**src/pib_pkg.sv**
```systemverilog
package pib_pkg;
   localparam logic [2:0] PIB_DIV3 = 3'h2;
   localparam logic [2:0] PIB_DIV4 = 3'h3;
   localparam logic [2:0] PIB_DIV_RST = PIB_DIV4;
   localparam logic [7:0] PIB_CFG_DIV_IDX = 8'h50;
   localparam logic [3:0] PIB_CMD_CFG_RD = 4'hA;
   localparam logic [3:0] PIB_CMD_CFG_WR = 4'hB;
   localparam logic [1:0] PIB_CNT_THREE = 2'h2;
   localparam logic [1:0] PIB_CNT_FOUR = 2'h3;
   localparam logic [1:0] PIB_CNT_HALF3 = 2'h1;
   localparam logic [1:0] PIB_CNT_HALF4 = 2'h2;

   typedef enum logic [1:0] {
      PIB_IDLE = 2'b00,
      PIB_ADDR = 2'b01,
      PIB_DATA = 2'b10
   } pib_phase_t;

   typedef struct packed {
      logic frame_n;
      logic [3:0] cbe_n;
      logic [31:0] ad;
      logic idsel;
      logic irdy_n;
      logic trdy_n;
   } pib_bus_in_t;

   typedef struct packed {
      logic frame_n;
      logic frame_oe;
      logic [3:0] cbe_n;
      logic cbe_oe;
      logic [31:0] ad;
      logic ad_oe;
   } pib_bus_out_t;

   typedef struct packed {
      logic start;
      logic write;
      logic [3:0] cmd;
      logic [31:0] addr;
      logic [31:0] wdata;
      logic [3:0] be_n;
      logic last;
   } pib_mreq_t;
endpackage

```
**src/pib_clkdiv.sv**
```systemverilog
`timescale 1ns/1ps
`default_nettype none
module pib_clkdiv (
   input wire logic clk,
   input wire logic resetn,
   input wire logic [2:0] div_code,
   output logic isa_bus_clock_out,
   output logic isa_tick
);
   import pib_pkg::*;
   logic [1:0] cnt;
   logic [1:0] top;
   logic [1:0] half;

   // Invalid codes fall back to divide by four rather than stopping the clock
   always_comb begin
      top = (div_code == PIB_DIV3) ? PIB_CNT_THREE : PIB_CNT_FOUR;
      half = (div_code == PIB_DIV3) ? PIB_CNT_HALF3 : PIB_CNT_HALF4;
   end

   always_ff @(posedge clk) begin
      if (!resetn) begin
         cnt <= 2'h0;
      end else if (cnt >= top) begin
         cnt <= 2'h0;
      end else begin
         cnt <= cnt + 2'h1;
      end
   end

   always_ff @(posedge clk) begin
      if (!resetn) begin
         isa_bus_clock_out <= 1'b0;
      end else begin
         isa_bus_clock_out <= (cnt < half);
      end
   end

   assign isa_tick = resetn && (cnt == 2'h0);

   a_div_wrap: assert property (@(posedge clk) disable iff (!resetn)
      (cnt == top && $stable(div_code)) |=> cnt == 2'h0)
      else $error("divider did not wrap");
endmodule
`default_nettype wire

```
**src/pib_front_end.sv**
```systemverilog
`timescale 1ns/1ps
`default_nettype none
module pib_front_end (
   input wire logic pci_bus_clock_in,
   input wire logic pci_reset_in_n,
   input wire pib_pkg::pib_bus_in_t bus_in,
   output pib_pkg::pib_bus_out_t bus_out,
   input wire pib_pkg::pib_mreq_t mreq,
   output logic m_busy,
   output logic [31:0] m_rdata,
   output logic m_rvalid,
   input wire logic [31:0] s_rdata,
   output logic s_cfg_hit,
   output logic s_cfg_write,
   output logic [31:0] s_addr,
   output logic [31:0] s_wdata,
   output logic s_wvalid,
   output logic [3:0] s_be_n,
   output logic isa_reset_out,
   output logic isa_bus_clock_out,
   output logic isa_tick
);
   import pib_pkg::*;
   logic clk;
   logic resetn;
   logic [2:0] div_code;
   pib_phase_t m_phase;
   pib_phase_t s_phase;
   logic m_write;
   logic m_last;
   logic s_rd;
   logic frame_q;
   logic [31:0] out_ad;
   logic [3:0] out_cbe_n;
   logic out_frame_n;

   function automatic logic is_cfg(input logic [3:0] cmd);
      is_cfg = (cmd == PIB_CMD_CFG_RD) || (cmd == PIB_CMD_CFG_WR);
   endfunction

   assign clk = pci_bus_clock_in;
   assign resetn = pci_reset_in_n;
   assign isa_reset_out = ~pci_reset_in_n;

   // Divisor field: loaded valid at reset, written by config write to 50h
   always_ff @(posedge clk) begin
      if (!resetn) begin
         div_code <= PIB_DIV_RST;
      end else if (s_phase == PIB_DATA && !s_rd && s_cfg_hit
                   && !bus_in.irdy_n
                   && s_addr[7:2] == PIB_CFG_DIV_IDX[7:2]
                   && !bus_in.cbe_n[0]) begin
         // Trusts software to write only the defined codes
         div_code <= bus_in.ad[2:0];
      end
   end

   pib_clkdiv u_div (
      .clk(clk),
      .resetn(resetn),
      .div_code(div_code),
      .isa_bus_clock_out(isa_bus_clock_out),
      .isa_tick(isa_tick)
   );

   // Master sequencer
   always_ff @(posedge clk) begin
      if (!resetn) begin
         m_phase <= PIB_IDLE;
         m_write <= 1'b0;
         m_last <= 1'b0;
      end else begin
         case (m_phase)
            PIB_IDLE: begin
               if (mreq.start && bus_in.frame_n && s_phase == PIB_IDLE) begin
                  m_phase <= PIB_ADDR;
                  m_write <= mreq.write;
                  m_last <= mreq.last;
               end
            end
            PIB_ADDR: begin
               m_phase <= PIB_DATA;
            end
            PIB_DATA: begin
               if (!bus_in.trdy_n) begin
                  if (m_last) begin
                     m_phase <= PIB_IDLE;
                  end
                  m_last <= mreq.last;
               end
            end
            default: m_phase <= PIB_IDLE;
         endcase
      end
   end

   assign m_busy = (m_phase != PIB_IDLE);

   always_ff @(posedge clk) begin
      if (!resetn) begin
         out_ad <= 32'h0000_0000;
         out_cbe_n <= 4'hF;
         out_frame_n <= 1'b1;
      end else if (m_phase == PIB_IDLE && mreq.start && bus_in.frame_n
                   && s_phase == PIB_IDLE) begin
         out_ad <= mreq.addr;
         out_cbe_n <= mreq.cmd;
         out_frame_n <= 1'b0;
      end else if (m_phase != PIB_IDLE) begin
         if (m_phase == PIB_ADDR || !bus_in.trdy_n) begin
            out_ad <= mreq.wdata;
            out_cbe_n <= mreq.be_n;
            // Frame drops with the final data phase
            out_frame_n <= mreq.last || (m_phase == PIB_DATA && m_last);
         end
      end else if (s_phase == PIB_DATA && s_rd) begin
         out_ad <= s_rdata;
         out_frame_n <= 1'b1;
      end else begin
         out_frame_n <= 1'b1;
      end
   end

   // One process owns the whole output struct; values stay registered
   always_comb begin
      bus_out.ad = out_ad;
      bus_out.cbe_n = out_cbe_n;
      bus_out.frame_n = out_frame_n;
      bus_out.frame_oe = m_busy;
      bus_out.cbe_oe = m_busy;
      bus_out.ad_oe = (m_phase == PIB_ADDR)
         || (m_phase == PIB_DATA && m_write)
         || (s_phase == PIB_DATA && s_rd);
   end

   always_ff @(posedge clk) begin
      if (!resetn) begin
         m_rdata <= 32'h0000_0000;
         m_rvalid <= 1'b0;
      end else begin
         m_rvalid <= m_phase == PIB_DATA && !m_write && !bus_in.trdy_n
            && !bus_in.irdy_n;
         if (m_phase == PIB_DATA && !m_write && !bus_in.trdy_n) begin
            m_rdata <= bus_in.ad;
         end
      end
   end

   // Slave decode: a frame we did not start opens with the address
   always_ff @(posedge clk) begin
      frame_q <= resetn ? bus_in.frame_n : 1'b1;
   end

   always_ff @(posedge clk) begin
      if (!resetn) begin
         s_phase <= PIB_IDLE;
         s_rd <= 1'b0;
         s_cfg_hit <= 1'b0;
         s_cfg_write <= 1'b0;
         s_addr <= 32'h0000_0000;
      end else if (s_phase == PIB_IDLE) begin
         // Unselected config cycles belong to another agent
         if (!m_busy && !bus_in.frame_n && frame_q
             && (!is_cfg(bus_in.cbe_n) || bus_in.idsel)) begin
            s_phase <= PIB_DATA;
            s_addr <= bus_in.ad;
            s_rd <= !bus_in.cbe_n[0];
            s_cfg_hit <= is_cfg(bus_in.cbe_n) && bus_in.idsel;
            s_cfg_write <= bus_in.cbe_n == PIB_CMD_CFG_WR && bus_in.idsel;
         end
      end else if (bus_in.frame_n && !bus_in.irdy_n) begin
         s_phase <= PIB_IDLE;
         s_cfg_hit <= 1'b0;
         s_cfg_write <= 1'b0;
      end
   end

   always_ff @(posedge clk) begin
      if (!resetn) begin
         s_wdata <= 32'h0000_0000;
         s_be_n <= 4'hF;
         s_wvalid <= 1'b0;
      end else begin
         s_wvalid <= s_phase == PIB_DATA && !s_rd && !bus_in.irdy_n;
         if (s_phase == PIB_DATA) begin
            s_wdata <= bus_in.ad;
            s_be_n <= bus_in.cbe_n;
         end
      end
   end

   a_isa_reset_inv: assert property (@(posedge clk)
      isa_reset_out == !pci_reset_in_n)
      else $error("ISA reset not inverse of PCI reset");
   a_cbe_master_only: assert property (@(posedge clk)
      disable iff (!resetn)
      bus_out.cbe_oe |-> m_phase != PIB_IDLE)
      else $error("C/BE driven while not master");
   a_roles_exclusive: assert property (@(posedge clk)
      disable iff (!resetn)
      s_phase != PIB_IDLE |-> !bus_out.cbe_oe && !bus_out.frame_oe)
      else $error("master lines driven during slave transfer");
   a_master_rd_release: assert property (@(posedge clk)
      disable iff (!resetn)
      (m_phase == PIB_DATA && !m_write) |-> !bus_out.ad_oe)
      else $error("AD driven in master read data phase");
   a_master_addr_drive: assert property (@(posedge clk)
      disable iff (!resetn)
      (m_phase == PIB_IDLE && $past(m_phase) == PIB_IDLE && mreq.start
       && bus_in.frame_n && s_phase == PIB_IDLE) |=> bus_out.ad_oe
       && !bus_out.frame_n && bus_out.ad == $past(mreq.addr))
      else $error("address phase not driven");
   a_slave_wr_recv: assert property (@(posedge clk)
      disable iff (!resetn)
      (s_phase == PIB_DATA && !s_rd) |-> !bus_out.ad_oe)
      else $error("AD driven in slave write");
   a_cfg_needs_sel: assert property (@(posedge clk)
      disable iff (!resetn)
      (s_phase == PIB_IDLE && !m_busy && !bus_in.frame_n && frame_q
       && !bus_in.idsel) |=> !s_cfg_hit)
      else $error("config claimed without device select");
   a_cfg_unsel_quiet: assert property (@(posedge clk)
      disable iff (!resetn)
      (s_phase == PIB_IDLE && !m_busy && !bus_in.frame_n && frame_q
       && is_cfg(bus_in.cbe_n) && !bus_in.idsel) |=> s_phase == PIB_IDLE)
      else $error("unselected config cycle claimed");
   a_div_reset: assert property (@(posedge clk)
      !resetn |=> div_code == PIB_DIV4)
      else $error("divisor not reset to four");
   a_frame_end: assert property (@(posedge clk)
      disable iff (!resetn)
      (m_phase == PIB_DATA && m_last && !bus_in.trdy_n) |=>
      m_phase == PIB_IDLE)
      else $error("frame not ended after last data");
endmodule
`default_nettype wire

```
**config.mk**
```make
export PLATFORM = sky130hd
export DESIGN_NAME = pib_front_end
export DESIGN_NICKNAME = d
export VERILOG_FILES = /design/src/pib_pkg.sv /design/src/pib_clkdiv.sv /design/src/pib_front_end.sv
export SDC_FILE = /design/constraint.sdc
export NUM_CORES = 1
export LEC_CHECK = 0
export ABC_AREA = 0
export BUFFER_PORTS_ARGS = -buffer_cell sky130_fd_sc_hd__buf_2
export CORE_ASPECT_RATIO = 2
export CORE_MARGIN = 8
export CORE_UTILIZATION = 45
export DETAILED_ROUTE_END_ITERATION = 6
export PLACE_DENSITY = 0.88
export RECOVER_POWER = 50
export SLEW_MARGIN = 0
export SYNTH_ARGS = -nofsm -noshare
export SYNTH_HDL_FRONTEND = slang
export SYNTH_SLANG_ARGS = --single-unit
```
**constraint.sdc**
```tcl
create_clock -name pci_bus_clock_in -period 3.94 [get_ports pci_bus_clock_in]
set_input_delay 0.591 -clock pci_bus_clock_in [delete_from_list [all_inputs] [get_ports pci_bus_clock_in]]
set_output_delay 0.591 -clock pci_bus_clock_in [all_outputs]
set_load 0.02 [all_outputs]
```
==> results.sh <==
export IMPL_final_setup_skew_ns=0.01366
export IMPL_via_per_inst=5.259
export IMPL_fp_dieW_um=98.74
export IMPL_gr_usage_met3_pct=7.548
export IMPL_met2_usage_pct=41.00
export IMPL_grt_max_degree=57
export IMPL_start_util_pct=45.85
export IMPL_grt_usage_pct=21.50
export IMPL_hpwl_um=15120
export IMPL_fin_area_um2=8070
export IMPL_final_common_cell="nand2_1"
export IMPL_cts_max_level=4
export IMPL_grt_use_met1_pct=18.90
export IMPL_utilization_pct=60.06
export IMPL_final_cells=1168
export IMPL_clkSinkCount=154
export IMPL_drt_initial_drc_count=229
export IMPL_rsz0062_at_grt="false"
export IMPL_hold_path_class="in2reg"
export IMPL_nNetsFinal=1152
export IMPL_hold_violations=0
export IMPL_drt_wl_total_um=20070
export IMPL_register_area_um2=3083
export IMPL_cts_tree="done"
export IMPL_dp_cells=1135
export IMPL_worstSetupStartpoint="pci_reset_in_n"
export IMPL_cts_root_buf="clkbuf_16"
export IMPL_r2r_start="s_phase[1]"
export IMPL_period_minus_slack_ns=2.682
export IMPL_core_area_um2=13440
export IMPL_max_clock_path_buffers=2
export IMPL_cp_required_ns=3.35
export IMPL_grt_pass1_wl_um=30820
export IMPL_syn2layout_area_growth_pct=30.99
export IMPL_die_h_um=181.5
export IMPL_setup_tns_ns=0
export IMPL_synthFlopType="dfxtp_1"
export IMPL_synth_area_um2=6161
export IMPL_io_pins=297
export IMPL_slew_viol_final=0
export IMPL_synth_edf_count=0
export IMPL_cts_hold_buf=0
export IMPL_rows=60
export IMPL_maxSlewHeadroom_pct=19.05
export IMPL_syn_area_per_cell_um2=8.382
export IMPL_setup_viol=0
export IMPL_cp_start_kind="input pin"
export IMPL_drc=0
export IMPL_final_cell_mix="175 x nand2_1, 160 x buf_2, 154 x dfxtp_1, 137 x clkbuf_1, 71 x nor2_1"
export IMPL_nFillCells=1243
export IMPL_multi_input_area_um2=2755
export IMPL_portBuffers=296
export IMPL_crit_path_end_kind="output port"
export IMPL_p_total_uw=4079
export IMPL_drv_cap=0
export IMPL_synth_cell_types=43
export IMPL_die_area_um2=17920
export IMPL_arrival_ns=2.09
export IMPL_ant_nets=0
export IMPL_place_area_um2=7627
export IMPL_min_from="bus_in[1]"
export IMPL_status="finished clean"
export IMPL_synth_cells=735
export IMPL_synth_async_reset_ratio_pct=0
export IMPL_clk_latency_ns=0.42
export IMPL_wire_per_inst_um=17.18
export IMPL_fmax_ghz=0.3728
export IMPL_antenna_found_initial=1
export IMPL_drive_above_1_share_pct=20.55
export IMPL_ys_seq_area_share_pct=50.04
export IMPL_power_density_nw_per_um2=505.4
export IMPL_netlist_area_leader_share_pct=50.04
export IMPL_criticalPathCategory="in2out"
export IMPL_clkSlewWorstSetupHoldPaths_ns=0.06
export IMPL_gr_max_usage_layer="met2"
export IMPL_num_vias=6143
export IMPL_p_leak_uw=0.003381
export IMPL_cts_resized=0
export IMPL_synth_top_area_cell="dfxtp_1"
export IMPL_post_cts_buffers=0
export IMPL_netlist_top_cells_area="dfxtp_1 50%, nand2_1 11%, mux2i_1 6.5%, a22o_1 4.5%, nor2_1 4.4%"
export IMPL_routabilityCongestion=0.8689
export IMPL_synth_seq_cells=154
export IMPL_grt_pass1_vias=6126
export IMPL_worstPathMaxFanout=35
export IMPL_synth_nets=888
export IMPL_ys_warn_count=0
export IMPL_drt_first_pass_iters=4
export IMPL_tightest_slew_ns=1.210
export IMPL_vdd_ir_drop_max_mv=0.3561
export IMPL_cts_buffers=17
export IMPL_min_period_over_period_pct=68.08
export IMPL_grt_overflow_total=0
[cells by family after synthesis]
family,share of synthesized area (%)
adders and majority gates,0.8124
buffers and inverters,5.463
and+or+nand+nor,21.45
DFF,50.04
muxes,6.499
AOI/OAI and AO/OA,15.74
[state kept, by name, indices dropped and copies added, names as in the netlist, 2 cells and up]
signal,cells
s_be_n,4
m_phase,2
s_wdata,32
out_cbe_n,4
out_ad,32
div_code,3
m_rdata,32
s_addr,32
u_div.cnt,2
[routing by layer]
metal / vias up / wire length, µm
li1: 3026 / -
met1: 2829 / 7051
met2: 249 / 10710
met3: 39 / 1529
met4: 0 / 775
met5: - / 0
[final cells by class]
| class | count | area share (%) |
|---|---|---|
| antenna | 1 | 0.03101 |
| timing repair buffer | 306 | 17.18 |
| clock buffer | 18 | 5.318 |
| inverter | 10 | 0.4651 |
| clock inverter | 14 | 2.264 |
| multi-input combinational | 510 | 34.14 |
| tap | 155 | 2.403 |
| sequential | 154 | 38.20 |
[path summary, 6_finish.rpt]
kind         slack (ns)             to  cells past startpoint
min                0.39       m_rvalid                      2
max                1.26  isa_reset_out                      3
max reg2reg        1.41    div_code[0]                      5
min reg2reg        0.45     s_addr[26]                      2
[per-stage QoR]
step	setup WS, ns	hold WS (ns)
after floorplan	2.004	0.4444
after global placement	1.579	0.4337
after detailed placement	1.533	0.4381
after CTS	1.602	0.3713
after global routing	1.162	0.3883
final	1.258	0.3875
[synth_stat cells, types with 5 or more instances]
| cell | n |
|---|---|
| buf_2 | 17 |
| mux2i_1 | 40 |
| o21ai_1 | 12 |
| a21oi_1 | 42 |
| nand2_1 | 175 |
| o21ai_0 | 23 |
| nand3_1 | 40 |
| dfxtp_1 | 154 |
| a31oi_1 | 33 |
| buf_4 | 5 |
| inv_1 | 8 |
| clkbuf_1 | 33 |
| nor2_1 | 72 |
| a22o_1 | 32 |
[where the power goes]
part           leakage, µW  internal (µW)  switching, µW
Combinational      0.00183            237            433
Clock             0.000291            963            709
Sequential         0.00126           1670           69.7
[critical path: stages]
cell and delay, ns:
buf_2 0.28, inv_1 0.88, buf_2 0.32
No activity file was read; power rests on OpenSTA's default activity.
